===== src/mch_regs.vh =====
// Register map, field positions and reset values of the card host control block
`ifndef MCH_REGS_VH
`define MCH_REGS_VH

// ----------------------------------------------------------------
// Register byte addresses
// ----------------------------------------------------------------
`define MCH_A_CLKCTL   8'h00
`define MCH_A_IMASK    8'h04
`define MCH_A_RSPTMO   8'h08
`define MCH_A_RDTMO    8'h0c
`define MCH_A_BLKLEN   8'h10
`define MCH_A_BLKCNT   8'h14
`define MCH_A_CMD      8'h18
`define MCH_A_DMATRG   8'h1c
`define MCH_A_EVSTAT   8'h20
`define MCH_A_LNSTAT   8'h24
`define MCH_A_BLKREM   8'h28
`define MCH_A_FIFOCTL  8'h2c
`define MCH_A_RXDATA   8'h30
`define MCH_A_LINECTL  8'h34

// ----------------------------------------------------------------
// Field positions
// ----------------------------------------------------------------
`define MCH_CLK_DIV_HI  7
`define MCH_CLK_EN      8
`define MCH_CMD_RSP     6
`define MCH_CMD_BSY     7
`define MCH_CMD_DAT     8
`define MCH_CMD_WR      9
`define MCH_DMA_TRIG    0
`define MCH_EDGE_RISE   2'h1
`define MCH_EDGE_FALL   2'h2
`define MCH_EDGE_BOTH   2'h3

// Event status bit positions, shared with the mask register
`define MCH_S_RSPD   0
`define MCH_S_BSYD   1
`define MCH_S_DATD   2
`define MCH_S_TORS   3
`define MCH_S_TORD   4
`define MCH_S_RESPONSE_CRC_ERROR_FLAG  5
`define MCH_S_READ_CRC_ERROR_FLAG  6
`define MCH_S_WRITE_CRC_ERROR_FLAG  7
`define MCH_S_RXRDY  8
`define MCH_S_TXRDY  9
`define MCH_S_EDGE   10
`define MCH_S_LAST   11
`define MCH_NEV      12

// Line status bit positions
`define MCH_L_BUSY   0
`define MCH_L_DAT3   1
`define MCH_L_TXEMP  2
`define MCH_L_RXFUL  3
`define MCH_L_CARD_CLOCK_STOPPED_STATUS 4

// ----------------------------------------------------------------
// Reset values
// ----------------------------------------------------------------
`define MCH_RST_DIV    8'h00
`define MCH_RST_TMORS  8'h00
`define MCH_RST_TMORD  16'h0000
`define MCH_RST_BLKLEN 12'h200
`define MCH_RST_BLKCNT 16'h0000
`define MCH_RST_THR    6'h08

`endif


===== src/mch_top.v =====
// Control and status core of the memory card host controller
`timescale 1ns/1ps
`default_nettype none
`include "mch_regs.vh"

module mch_top #(
  parameter FW  = 6,
  parameter BLW = 12
) (
  // Clock and reset
  input  wire           clk_i,
  input  wire           rst_i,
  // Wishbone slave
  input  wire           wb_cyc_i,
  input  wire           wb_stb_i,
  input  wire           wb_we_i,
  input  wire [7:0]     wb_adr_i,
  input  wire [3:0]     wb_sel_i,
  input  wire [31:0]    wb_dat_i,
  output reg  [31:0]    wb_dat_o,
  output reg            wb_ack_o,
  // Card pins
  output wire           card_clock_pin_o,
  input  wire           card_data_line3_pin_i,
  input  wire           card_busy_pin_i,
  // Card engine events
  input  wire           eng_need_clk_i,
  input  wire           eng_cmd_end_i,
  input  wire           eng_resp_start_i,
  input  wire           eng_resp_end_i,
  input  wire           eng_resp_crc_err_i,
  input  wire           eng_rd_start_i,
  input  wire           eng_rd_crc_err_i,
  input  wire           eng_wr_crc_err_i,
  input  wire           eng_byte_moved_i,
  input  wire           eng_data_end_i,
  input  wire           eng_tx_shift_empty_i,
  input  wire           eng_rx_shift_full_i,
  // FIFO side
  input  wire [FW-1:0]  fifo_level_i,
  input  wire [31:0]    fifo_rx_data_i,
  // Command and DMA requests
  output reg            cmd_send_o,
  output reg  [15:0]    cmd_word_o,
  output reg  [BLW-1:0] blk_len_o,
  output reg            dma_req_o,
  output reg            card_clk_rise_o,
  output reg            irq_o
);

  // ----------------------------------------------------------------
  // Registers and wires
  // ----------------------------------------------------------------
  reg  [7:0]          div;
  reg                 clk_en;
  reg  [`MCH_NEV-1:0] imask;
  reg  [`MCH_NEV-1:0] evstat;
  reg  [7:0]          tmo_rs;
  reg  [15:0]         tmo_rd;
  reg  [15:0]         blk_cnt;
  reg  [15:0]         blk_rem;
  reg  [FW-1:0]       thr;
  reg  [1:0]          edge_sel;
  reg  [BLW-1:0]      byte_cnt;
  reg                 dma_armed;
  reg                 dma_run;
  reg                 all_moved;
  reg                 busy_wait;
  reg                 d3_m;
  reg                 d3_s;
  reg                 d3_d;
  reg                 bs_m;
  reg                 bs_s;
  reg                 rx_above_d;
  reg                 tx_below_d;
  reg  [`MCH_NEV-1:0] ev_set;
  reg  [31:0]         next_rdata;
  wire                req      = wb_cyc_i && wb_stb_i && !wb_ack_o;
  wire                wr       = req && wb_we_i;
  wire                rd       = req && !wb_we_i;
  wire [31:0]         wmask    = {{8{wb_sel_i[3]}}, {8{wb_sel_i[2]}},
                                  {8{wb_sel_i[1]}}, {8{wb_sel_i[0]}}};
  wire                wr_clk   = wr && (wb_adr_i == `MCH_A_CLKCTL);
  wire                wr_cmd   = wr && (wb_adr_i == `MCH_A_CMD);
  wire                wr_trg   = wr && (wb_adr_i == `MCH_A_DMATRG) &&
                                 wb_sel_i[0] && wb_dat_i[`MCH_DMA_TRIG];
  wire                rd_stat  = rd && (wb_adr_i == `MCH_A_EVSTAT);
  wire                rd_rx    = rd && (wb_adr_i == `MCH_A_RXDATA);
  wire                pin_q;
  wire                clk_rise;
  wire                clk_stop;
  wire                rs_busy;
  wire                rs_exp;
  wire                rd_busy;
  wire                rd_exp;
  wire                rx_above = (fifo_level_i > thr);
  wire                tx_below = (fifo_level_i < thr);
  wire                last_in_blk = (byte_cnt + {{(BLW-1){1'b0}}, 1'b1} == blk_len_o);
  wire                final_byte  = eng_byte_moved_i && last_in_blk &&
                                    (blk_cnt != 16'h0000) && (blk_rem == 16'h0001);
  wire                cmd_busy_exp = cmd_word_o[`MCH_CMD_BSY];
  wire                cmd_has_rsp  = cmd_word_o[`MCH_CMD_RSP];
  wire                cmd_rd_data  = cmd_word_o[`MCH_CMD_DAT] && !cmd_word_o[`MCH_CMD_WR];

  // ----------------------------------------------------------------
  // Pin synchronisers
  // ----------------------------------------------------------------
  always @(posedge clk_i) begin
    if (rst_i) begin
      d3_m <= 1'b0;
      d3_s <= 1'b0;
      d3_d <= 1'b0;
      bs_m <= 1'b0;
      bs_s <= 1'b0;
    end else begin
      d3_m <= card_data_line3_pin_i;
      d3_s <= d3_m;
      d3_d <= d3_s;
      bs_m <= card_busy_pin_i;
      bs_s <= bs_m;
    end
  end

  // ----------------------------------------------------------------
  // Card clock and wait timers
  // ----------------------------------------------------------------
  // demand gated clock
  mch_clkdiv #(
    .DW (8)
  ) u_clkdiv (
    .clk_i     (clk_i),
    .rst_i     (rst_i),
    .div_i     (div),
    .run_i     (clk_en || eng_need_clk_i || rs_busy || rd_busy || busy_wait),
    .pin_o     (pin_q),
    .rise_o    (clk_rise),
    .stopped_o (clk_stop)
  );

  assign card_clock_pin_o = pin_q;

  mch_tmo #(
    .W (8)
  ) u_tmo_rs (
    .clk_i    (clk_i),
    .rst_i    (rst_i),
    .start_i  (eng_cmd_end_i && cmd_has_rsp),
    .stop_i   (eng_resp_start_i),
    .tick_i   (clk_rise),
    .limit_i  (tmo_rs),
    .busy_o   (rs_busy),
    .expire_o (rs_exp)
  );

  mch_tmo #(
    .W (16)
  ) u_tmo_rd (
    .clk_i    (clk_i),
    .rst_i    (rst_i),
    .start_i  (eng_cmd_end_i && cmd_rd_data),
    .stop_i   (eng_rd_start_i),
    .tick_i   (clk_rise),
    .limit_i  (tmo_rd),
    .busy_o   (rd_busy),
    .expire_o (rd_exp)
  );

  // ----------------------------------------------------------------
  // Event sources
  // ----------------------------------------------------------------
  always @* begin
    ev_set = {`MCH_NEV{1'b0}};
    ev_set[`MCH_S_RSPD]  = eng_resp_end_i || (eng_cmd_end_i && !cmd_has_rsp);
    ev_set[`MCH_S_BSYD]  = busy_wait && !bs_s;
    ev_set[`MCH_S_DATD]  = eng_data_end_i && (all_moved || blk_cnt == 16'h0000);
    ev_set[`MCH_S_TORS]  = rs_exp;
    ev_set[`MCH_S_TORD]  = rd_exp;
    ev_set[`MCH_S_RESPONSE_CRC_ERROR_FLAG] = eng_resp_crc_err_i;
    ev_set[`MCH_S_READ_CRC_ERROR_FLAG] = eng_rd_crc_err_i;
    ev_set[`MCH_S_WRITE_CRC_ERROR_FLAG] = eng_wr_crc_err_i;
    ev_set[`MCH_S_RXRDY] = rx_above && !rx_above_d;
    ev_set[`MCH_S_TXRDY] = tx_below && !tx_below_d;
    case (edge_sel)
      `MCH_EDGE_RISE: ev_set[`MCH_S_EDGE] = d3_s && !d3_d;
      `MCH_EDGE_FALL: ev_set[`MCH_S_EDGE] = !d3_s && d3_d;
      `MCH_EDGE_BOTH: ev_set[`MCH_S_EDGE] = d3_s ^ d3_d;
      default:        ev_set[`MCH_S_EDGE] = 1'b0;
    endcase
    ev_set[`MCH_S_LAST]  = final_byte;
  end

  // ----------------------------------------------------------------
  // Status flags and interrupt
  // ----------------------------------------------------------------
  // Set wins over a clear by status read in the same cycle
  always @(posedge clk_i) begin
    if (rst_i) begin
      evstat     <= {`MCH_NEV{1'b0}};
      irq_o      <= 1'b0;
      rx_above_d <= 1'b0;
      tx_below_d <= 1'b0;
    end else begin
      rx_above_d <= rx_above;
      tx_below_d <= tx_below;
      if (rd_stat) begin
        evstat <= ev_set;
      end else begin
        evstat <= (evstat | ev_set) &
                  ~({{(`MCH_NEV-1){1'b0}}, rd_rx} << `MCH_S_RXRDY) | ev_set;
      end
      irq_o <= |(evstat & imask);
    end
  end

  // ----------------------------------------------------------------
  // Block bookkeeping
  // ----------------------------------------------------------------
  always @(posedge clk_i) begin
    if (rst_i) begin
      byte_cnt  <= {BLW{1'b0}};
      blk_rem   <= 16'h0000;
      all_moved <= 1'b0;
      busy_wait <= 1'b0;
    end else begin
      if (wr_cmd) begin
        byte_cnt  <= {BLW{1'b0}};
        blk_rem   <= blk_cnt;
        all_moved <= 1'b0;
      end else if (eng_byte_moved_i) begin
        if (last_in_blk) begin
          byte_cnt <= {BLW{1'b0}};
          if (blk_cnt != 16'h0000 && blk_rem != 16'h0000) begin
            blk_rem <= blk_rem - 16'h0001;
          end
        end else begin
          byte_cnt <= byte_cnt + {{(BLW-1){1'b0}}, 1'b1};
        end
        if (final_byte) begin
          all_moved <= 1'b1;
        end
      end
      if (ev_set[`MCH_S_RSPD] && cmd_busy_exp) begin
        busy_wait <= 1'b1;
      end else if (!bs_s || wr_cmd) begin
        busy_wait <= 1'b0;
      end
    end
  end

  // ----------------------------------------------------------------
  // Command issue and DMA requests
  // ----------------------------------------------------------------
  always @(posedge clk_i) begin
    if (rst_i) begin
      cmd_send_o      <= 1'b0;
      dma_req_o       <= 1'b0;
      dma_armed       <= 1'b0;
      dma_run         <= 1'b0;
      card_clk_rise_o <= 1'b0;
    end else begin
      card_clk_rise_o <= clk_rise;
      cmd_send_o      <= 1'b0;
      dma_req_o       <= 1'b0;
      if (wr_cmd) begin
        cmd_send_o <= 1'b1;
        dma_armed  <= wb_dat_i[`MCH_CMD_DAT] && wb_dat_i[`MCH_CMD_WR];
        dma_run    <= 1'b0;
      end else if (wr_trg) begin
        if (dma_armed) begin
          dma_req_o <= 1'b1;
          dma_armed <= 1'b0;
          dma_run   <= 1'b1;
        end else begin
          cmd_send_o <= 1'b1;
        end
      end else if (dma_run) begin
        dma_req_o <= ev_set[`MCH_S_TXRDY];
        if (all_moved) begin
          dma_run <= 1'b0;
        end
      end
    end
  end

  // ----------------------------------------------------------------
  // Register writes
  // ----------------------------------------------------------------
  // Bytes not enabled by sel keep their old value
  always @(posedge clk_i) begin
    if (rst_i) begin
      div        <= `MCH_RST_DIV;
      clk_en     <= 1'b0;
      imask      <= {`MCH_NEV{1'b0}};
      tmo_rs     <= `MCH_RST_TMORS;
      tmo_rd     <= `MCH_RST_TMORD;
      blk_len_o  <= `MCH_RST_BLKLEN;
      blk_cnt    <= `MCH_RST_BLKCNT;
      cmd_word_o <= 16'h0000;
      thr        <= `MCH_RST_THR;
      edge_sel   <= 2'h0;
    end else if (wr) begin
      case (wb_adr_i)
        `MCH_A_CLKCTL: begin
          if (wb_sel_i[0]) begin
            div <= wb_dat_i[`MCH_CLK_DIV_HI:0];
          end
          if (wb_sel_i[1]) begin
            clk_en <= wb_dat_i[`MCH_CLK_EN];
          end
        end
        `MCH_A_IMASK:   imask  <= (imask & ~wmask[`MCH_NEV-1:0]) |
                                  (wb_dat_i[`MCH_NEV-1:0] & wmask[`MCH_NEV-1:0]);
        `MCH_A_RSPTMO:  tmo_rs <= (tmo_rs & ~wmask[7:0]) | (wb_dat_i[7:0] & wmask[7:0]);
        `MCH_A_RDTMO:   tmo_rd <= (tmo_rd & ~wmask[15:0]) | (wb_dat_i[15:0] & wmask[15:0]);
        `MCH_A_BLKLEN:  blk_len_o <= (blk_len_o & ~wmask[BLW-1:0]) |
                                     (wb_dat_i[BLW-1:0] & wmask[BLW-1:0]);
        `MCH_A_BLKCNT:  blk_cnt <= (blk_cnt & ~wmask[15:0]) | (wb_dat_i[15:0] & wmask[15:0]);
        `MCH_A_CMD:     cmd_word_o <= (cmd_word_o & ~wmask[15:0]) |
                                      (wb_dat_i[15:0] & wmask[15:0]);
        `MCH_A_FIFOCTL: thr <= (thr & ~wmask[FW-1:0]) | (wb_dat_i[FW-1:0] & wmask[FW-1:0]);
        `MCH_A_LINECTL: edge_sel <= (edge_sel & ~wmask[1:0]) | (wb_dat_i[1:0] & wmask[1:0]);
        default: ;
      endcase
    end
  end

  // ----------------------------------------------------------------
  // Register reads
  // ----------------------------------------------------------------
  // Unmapped and write-only addresses read as zero
  always @* begin
    next_rdata = 32'h0000_0000;
    case (wb_adr_i)
      `MCH_A_CLKCTL:  next_rdata = {23'h000000, clk_en, div};
      `MCH_A_IMASK:   next_rdata[`MCH_NEV-1:0] = imask;
      `MCH_A_RSPTMO:  next_rdata[7:0] = tmo_rs;
      `MCH_A_RDTMO:   next_rdata[15:0] = tmo_rd;
      `MCH_A_BLKLEN:  next_rdata[BLW-1:0] = blk_len_o;
      `MCH_A_BLKCNT:  next_rdata[15:0] = blk_cnt;
      `MCH_A_CMD:     next_rdata[15:0] = cmd_word_o;
      `MCH_A_EVSTAT:  next_rdata[`MCH_NEV-1:0] = evstat;
      `MCH_A_LNSTAT: begin
        next_rdata[`MCH_L_BUSY]   = bs_s;
        next_rdata[`MCH_L_DAT3]   = d3_s;
        next_rdata[`MCH_L_TXEMP]  = eng_tx_shift_empty_i;
        next_rdata[`MCH_L_RXFUL]  = eng_rx_shift_full_i;
        next_rdata[`MCH_L_CARD_CLOCK_STOPPED_STATUS] = clk_stop;
      end
      `MCH_A_BLKREM:  next_rdata[15:0] = blk_rem;
      `MCH_A_FIFOCTL: next_rdata[FW-1:0] = thr;
      `MCH_A_RXDATA:  next_rdata = fifo_rx_data_i;
      `MCH_A_LINECTL: next_rdata[1:0] = edge_sel;
      default:        next_rdata = 32'h0000_0000;
    endcase
  end

  // Ack one cycle after the request; dropped the cycle after
  always @(posedge clk_i) begin
    if (rst_i) begin
      wb_ack_o <= 1'b0;
      wb_dat_o <= 32'h0000_0000;
    end else begin
      wb_ack_o <= req;
      if (rd) begin
        wb_dat_o <= next_rdata;
      end
    end
  end

endmodule // mch_top

`default_nettype wire


===== src/mch_clkdiv.v =====
// Card clock divider with demand gating
`timescale 1ns/1ps
`default_nettype none

module mch_clkdiv #(
  parameter DW = 8
) (
  // Clock and reset
  input  wire          clk_i,
  input  wire          rst_i,
  // Control
  input  wire [DW-1:0] div_i,
  input  wire          run_i,
  // Card clock
  output reg           pin_o,
  output reg           rise_o,
  output reg           stopped_o
);

  reg  [DW-1:0] cnt;
  wire          wrap = (cnt == div_i);

  // ----------------------------------------------------------------
  // Divider
  // ----------------------------------------------------------------
  // half period div+1
  // Stops only in the low phase so the card never sees a runt pulse
  always @(posedge clk_i) begin
    if (rst_i) begin
      cnt       <= {DW{1'b0}};
      pin_o     <= 1'b0;
      rise_o    <= 1'b0;
      stopped_o <= 1'b1;
    end else begin
      rise_o <= 1'b0;
      if (!run_i && !pin_o) begin
        cnt       <= {DW{1'b0}};
        stopped_o <= 1'b1;
      end else if (wrap) begin
        cnt       <= {DW{1'b0}};
        pin_o     <= ~pin_o;
        rise_o    <= ~pin_o;
        stopped_o <= 1'b0;
      end else begin
        cnt       <= cnt + {{(DW-1){1'b0}}, 1'b1};
        stopped_o <= 1'b0;
      end
    end
  end

endmodule // mch_clkdiv

`default_nettype wire


===== src/mch_tmo.v =====
// Wait time-out counter ticking on card clock rising edges
`timescale 1ns/1ps
`default_nettype none

module mch_tmo #(
  parameter W = 8
) (
  // Clock and reset
  input  wire         clk_i,
  input  wire         rst_i,
  // Control
  input  wire         start_i,
  input  wire         stop_i,
  input  wire         tick_i,
  input  wire [W-1:0] limit_i,
  // Result
  output reg          busy_o,
  output reg          expire_o
);

  reg [W-1:0] cnt;

  // ----------------------------------------------------------------
  // Counter
  // ----------------------------------------------------------------
  // A zero limit never expires, so the wait is unbounded
  always @(posedge clk_i) begin
    if (rst_i) begin
      cnt      <= {W{1'b0}};
      busy_o   <= 1'b0;
      expire_o <= 1'b0;
    end else begin
      expire_o <= 1'b0;
      if (stop_i) begin
        busy_o <= 1'b0;
      end else if (start_i) begin
        busy_o <= 1'b1;
        cnt    <= {W{1'b0}};
      end else if (busy_o && tick_i) begin
        if (limit_i != {W{1'b0}} && cnt + {{(W-1){1'b0}}, 1'b1} == limit_i) begin
          busy_o   <= 1'b0;
          expire_o <= 1'b1;
        end else begin
          cnt <= cnt + {{(W-1){1'b0}}, 1'b1};
        end
      end
    end
  end

endmodule // mch_tmo

`default_nettype wire


===== config.mk =====
export PLATFORM = sky130hd
export DESIGN_NAME = mch_top
export DESIGN_NICKNAME = d
export VERILOG_FILES = /design/src/mch_top.v /design/src/mch_clkdiv.v /design/src/mch_tmo.v
export VERILOG_INCLUDE_DIRS = /design/src /design/src/src
export SDC_FILE = /design/constraint.sdc
export NUM_CORES = 1
export LEC_CHECK = 0
export ABC_AREA = 0
export BUFFER_PORTS_ARGS = -buffer_cell sky130_fd_sc_hd__buf_2
export CAP_MARGIN = 5
export CORE_AREA = 2 2 176 178
export DETAILED_ROUTE_END_ITERATION = 12
export DIE_AREA = 0 0 178 180
export PLACE_DENSITY = 0.7
export RECOVER_POWER = 100
export SKIP_CTS_REPAIR_TIMING = 1
export SLEW_MARGIN = 20
export SYNTH_ARGS = -nofsm -noshare
export SYNTH_HDL_FRONTEND = slang
export SYNTH_SLANG_ARGS = --single-unit

===== constraint.sdc =====
create_clock -name clk_i -period 5 [get_ports clk_i]
set_input_delay 1 -clock clk_i [delete_from_list [all_inputs] [get_ports clk_i]]
set_output_delay 1 -clock clk_i [all_outputs]
set_load 0.05 [all_outputs]

==> results.json, run 1 <==
{
  "synth_top_flop_cell": "dfxtp_1",
  "setup_viol": 0,
  "setup.worst_path.end_class": "flop",
  "syn_area_per_cell_um2": 8.02,
  "cp_max_fo": 34,
  "maxCapViolations": 7,
  "worst_pin_slew_ps": 2210,
  "synth_nets": 1591,
  "mostFrequentLayoutCells": "dfxtp_1 (224), nand2_1 (184), a21oi_1 (170)",
  "core_um2": 30200,
  "crit_path_start_kind": "input pin",
  "ant_nets": 0,
  "synth_edf_count": 0,
  "fmax_ghz": 0.232,
  "die_area_um2": 32000,
  "clockBufferDepth": 3,
  "cp.required_ps": 5300,
  "power_leakage_nw": 4.66,
  "hold_path.class": "flop to flop",
  "cts_sinks": 224,
  "post-route-period-util_pct": 86.0,
  "antenna_found_initial": 0,
  "clk_latency_ps": 530,
  "failed_checks": "max-capacitance violations, max-slew violations",
  "slew_headroom_pct": -47.6,
  "portBuffers": 148,
  "viasPerCell": 6.12,
  "grt_pass1_vias": 11248,
  "period_minus_slack_ps": 4300,
  "rsz0062_at_grt": "no",
  "ys_ff_latch": 224,
  "fin_ws_ps": 699,
  "final_common_cell": "dfxtp_1",
  "htreeDepth": 1,
  "die_h_um": 180,
  "synth_cell_type_count": 85,
  "final_max_slew_viol_count": 219,
  "setup_tns_ps": 0,
  "ys_async_sr_fraction_pct": 0,
  "post_drt_wl_per_cell_um": 20.5,
  "grt_pass1_wl_um": 62900,
  "cts-root-buf": "clkbuf_16",
  "grt_overflow": 0,
  "path_class": "input pin to flop",
  "syn_area_um2": 11800,
  "drt_iter0_markers": 1279,
  "skew_ps": 11.8,
  "drt-pass1-iter-count": 6,
  "dp_slack_ps": 1350,
  "die_w_um": 178,
  "hpwl_um": 28700,
  "drive_gt1_share_pct": 10.4,
  "yosysSeqAreaShare_pct": 37.9,
  "clk_pin_slew_worst_paths_ps": 60,
  "drc": 0,
  "routed_wl_um": 40600,
  "synth_cells": 1476,
  "synthToLayoutAreaGrowth_pct": 14.1,
  "status": "complete, but fails checks",
  "gp_congestion": 0.957,
  "p_per_area_nw_per_um2": 299,
  "hold_violations": 0,
  "vias": 12135,
  "initial_core_util_pct": 39.2,
  "finalPower_w": 0.00404,
  "ir_drop_v": 0.000180,
  "grt_util_all_layers_pct": 24.5,
  "cts_tree": "yes",
  "rows": 64,
  "yosys_warnings": 0,
  "cp_data_arrival_time_ps": 4610,
  "numCtsBuffers": 27,
  "ios": 167,
  "final_nets": 1679,
  "grt_max_degree": 71
}
## worst paths after layout
check	from	end	slack, ps	cells past startpoint
worst max-delay path	wb_adr_i[4]	flop	700	7
worst max register to register	byte_cnt[0]	blk_rem[10]	1120	8
worst min register to register	rx_above_d	evstat[8]	410	1
worst min-delay path	rx_above_d	evstat[8]	410	1
## routing by layer
metal / global-route usage (%) / part of all wire, % / vias to the layer above
met5: 1.08 / 0.12 / -
met4: 8.43 / 3.8 / 2
met3: 3.96 / 10 / 112
met2: 38.2 / 45 / 645
met1: 34.0 / 42 / 5729
li1: - / - / 5647
## power by group
group | total [W] | internal, W | switching (W)
Combinational | 0.000199 | 0.0000541 | 0.000144
Sequential | 0.00182 | 0.00180 | 0.0000171
Clock | 0.00202 | 0.00124 | 0.000787
## area by class of cell
| cell class | instances | area (µm²) |
|---|---|---|
| Antenna cell | 1 | 2.50 |
| Clock buffer | 39 | 781 |
| Clock inverter | 11 | 136 |
| Fill cell | 3027 | 16700 |
| Inverter | 27 | 101 |
| Multi-Input combinational cell | 1114 | 6740 |
| Sequential cell | 224 | 4480 |
| Tap cell | 396 | 495 |
| Timing Repair Buffer | 170 | 773 |
## stage by stage
stage          hold slack, ps  cells  util (%)  cell area, µm²
2_1_floorplan             399   1476         -           11800
3_3_place_gp              404   1931      42.3           12800
3_5_place_dp              410   1931      42.3           12800
4_1_cts                   416   1981      45.3           13700
5_1_grt                   443   1981      44.7           13500
6_report                  415   1982      44.8           13500
## cell usage after synthesis (all sizes together), types with 5 or more instances
master	number	area, µm²
a211oi	6	45.0
a21o	5	37.5
a21oi	170	851
a221oi	17	149
a222oi	11	110
a22o	14	123
a22oi	25	188
a311oi	10	87.6
a31o	5	43.8
a31oi	21	131
a32o	8	80.1
and2	6	37.5
and3	21	131
and4	8	70.1
buf	32	196
clkbuf	79	297
dfxtp	224	4480
ha	14	175
inv	27	101
mux2i	9	90.1
nand2	184	691
nand2b	8	50.1
nand3	161	828
nand3b	6	45.0
nand4	20	153
nor2	88	335
nor2b	17	106
nor3	22	115
nor4	28	224
nor4b	8	88.8
o211ai	7	52.6
o21ai	34	170
o31ai	10	75.1
or2	6	37.5
or3	27	169
or3b	5	43.8
or4	17	135
xnor2	33	289
xor2	22	193
## critical path, stage by stage
cell      delay (ps)
clkbuf_1         330
or4b_2           670
nor2_1           230
clkbuf_1        1360
nand2_1          700
nand2_1          210
a21oi_1           90
## cell families (layout without fill, tap and decap cells)
logic type               after synthesis  after routing  synth area share [%]
multiplexers                          13             13                  1.14
AND/OR/NAND/NOR                      648            648                  28.8
adder cells (fa/ha/maj)               14             14                  1.48
AO/OA/AOI/OAI                        382            382                  21.2
buffers and inverters                138            247                  5.02
flip-flops                           224            224                  37.9
other                                  0              1                     0
XOR/XNOR                              57             57                  4.45
No activity file was read; power rests on OpenSTA's default activity.
==> run 2, diff against run 1 <==
==> constraint.sdc (replaced) <==
create_clock -name clk_i -period 5 [get_ports clk_i]
set_input_delay 0.25 -clock clk_i [delete_from_list [all_inputs] [get_ports clk_i]]
set_output_delay 0.25 -clock clk_i [all_outputs]
set_load 0.05 [all_outputs]
==> results.json, run 2 (synthesis results as in run 1) <==
{
  "p_per_area_nw_per_um2": 299,
  "period_minus_slack_ps": 4010,
  "cts_sinks": 224,
  "grt_pass1_wl_um": 62000,
  "die_h_um": 180,
  "clk_latency_ps": 560,
  "fmax_ghz": 0.249,
  "vias": 12179,
  "skew_ps": 24.6,
  "hold_path.class": "input pin to flop",
  "rrSetupSlack_ps": 1190,
  "diodes": 0,
  "failed_checks": "negative hold slack, max-capacitance violations, max-slew violations",
  "path_class": "input pin to flop",
  "routed_wl_um": 40200,
  "setup.worst_path.end_class": "flop",
  "ir_drop_v": 0.000242,
  "hpwl_um": 27900,
  "crit_chain": "clkbuf_1 > or4b_2 > nor2_1 > clkbuf_1 > nand3_1 > clkbuf_1 > nand2_1 > or4_1 > o31ai_1",
  "grt_util_all_layers_pct": 24.1,
  "grt_max_degree": 91,
  "timing.rr.end": "u_tmo_rd.cnt[1]",
  "initial_core_util_pct": 39.2,
  "holdPathStages": 3,
  "utilization_pct": 45.7,
  "worst_r2r_path_depth": 9,
  "numCtsBuffers": 26,
  "mostFrequentLayoutCells": "dfxtp_1 (224), nand2_1 (184), a21oi_1 (170)",
  "drt-pass1-iter-count": 6,
  "viasPerCell": 6.09,
  "die_w_um": 178,
  "post-route-period-util_pct": 80.2,
  "htreeDepth": 1,
  "rsz0062_at_grt": "no",
  "final_cells": 1999,
  "path_common_cell": "clkbuf_1",
  "cp_data_arrival_time_ps": 4440,
  "grt_pass1_vias": 11130,
  "cp_slowest_stage_delay_ps": 1340,
  "r2r_start": "u_tmo_rd.cnt[0]",
  "setup_tns_ps": 0,
  "crit_family": "buffers and inverters",
  "cp_max_fo": 36,
  "drive_gt1_share_pct": 10.9,
  "die_area_um2": 32000,
  "drt_iter0_markers": 1232,
  "final_common_cell": "dfxtp_1",
  "hold_violations": 8,
  "gp_congestion": 0.950,
  "whs_ps": -21.8,
  "ant_nets": 0,
  "final_max_slew_viol_count": 146,
  "rows": 64,
  "critPathSlowestCell": "clkbuf_1",
  "final_nets": 1698,
  "clk_pin_slew_worst_paths_ps": 60,
  "post_dp_cell_area_um2": 12700,
  "crit_path_start_kind": "input pin",
  "power_leakage_nw": 4.79,
  "dpl.cell_count": 1927,
  "cts_tree": "yes",
  "fin_ws_ps": 989,
  "antenna_found_initial": 0,
  "synthToLayoutAreaGrowth_pct": 16.5,
  "path_buf_inv": 3,
  "grt_overflow": 0,
  "ios": 167,
  "clockBufferDepth": 3,
  "min_from": "fifo_rx_data_i[18]",
  "status": "complete, but fails checks",
  "design_area_um2": 13800,
  "drc": 0,
  "setup_viol": 0,
  "portBuffers": 148,
  "slew_headroom_pct": -68.7,
  "min_to": "wb_dat_o[18]",
  "core_um2": 30200,
  "worst_pin_slew_ps": 2530,
  "cts-root-buf": "clkbuf_16",
  "startpoint": "wb_adr_i[5]",
  "maxCapViolations": 5,
  "dp_slack_ps": 1440,
  "post_drt_wl_per_cell_um": 20.1,
  "cp.required_ps": 5430
}
-- run 2: changes by cell type in the layout (fill, tap and decap cells not counted), moves of 2 or more --
cell | before | now
dlygate4sd3_1 | 0 | 24
buf_4 | 8 | 10
clkinv_4 | 0 | 2
clkbuf_1 | 89 | 76
-- run 2: worst min-delay path, cell delays in order --
cell	delay (ps)
buf_2	100
nand3_1	60
a21oi_1	60
-- run 2: per-stage QoR --
| stage | hold slack, ps | power, W |
|---|---|---|
| floorplan | 340 | 0.00196 |
| global route | 0.764 | 0.00422 |
| CTS | -107 | 0.00412 |
| global placement | 405 | 0.00205 |
| finish | -21.8 | 0.00412 |
| detailed placement | 415 | 0.00205 |
-- run 2: how the worst max path moves through the flow --
stage	slack, ps	end	cells past startpoint
3_3_place_gp	1580	u_tmo_rd.cnt[1]	9
6_report	990	byte_cnt[6]	9
2_1_floorplan	2330	u_tmo_rd.cnt[15]	10
4_1_cts	1440	u_tmo_rd.cnt[1]	9
5_1_grt	670	byte_cnt[6]	9
3_5_place_dp	1440	u_tmo_rd.cnt[1]	9
-- run 2: layer usage --
| metal | track usage [%] | routed length, µm | vias to the layer above |
|---|---|---|---|
| met5 | 0 | 0 | - |
| met4 | 8.00 | 1400 | 0 |
| met3 | 3.62 | 3890 | 102 |
| met2 | 37.9 | 18100 | 635 |
| met1 | 33.5 | 16800 | 5760 |
| li1 | - | - | 5682 |
-- run 2: power breakdown --
group / switching, W / total, W / internal [W]
combinational: 0.000146 / 0.000212 / 0.0000661
sequential: 0.0000169 / 0.00182 / 0.00180
clock: 0.000831 / 0.00209 / 0.00126
-- run 2: final cells by class --
type	count	area, µm²
clock buffers	32	733
repair buffers	190	1010
multi-input cells	1114	6750
well taps	396	495
clock inverters	16	221
flip-flops and latches	224	4480
fillers	2955	16400
inverters	27	101
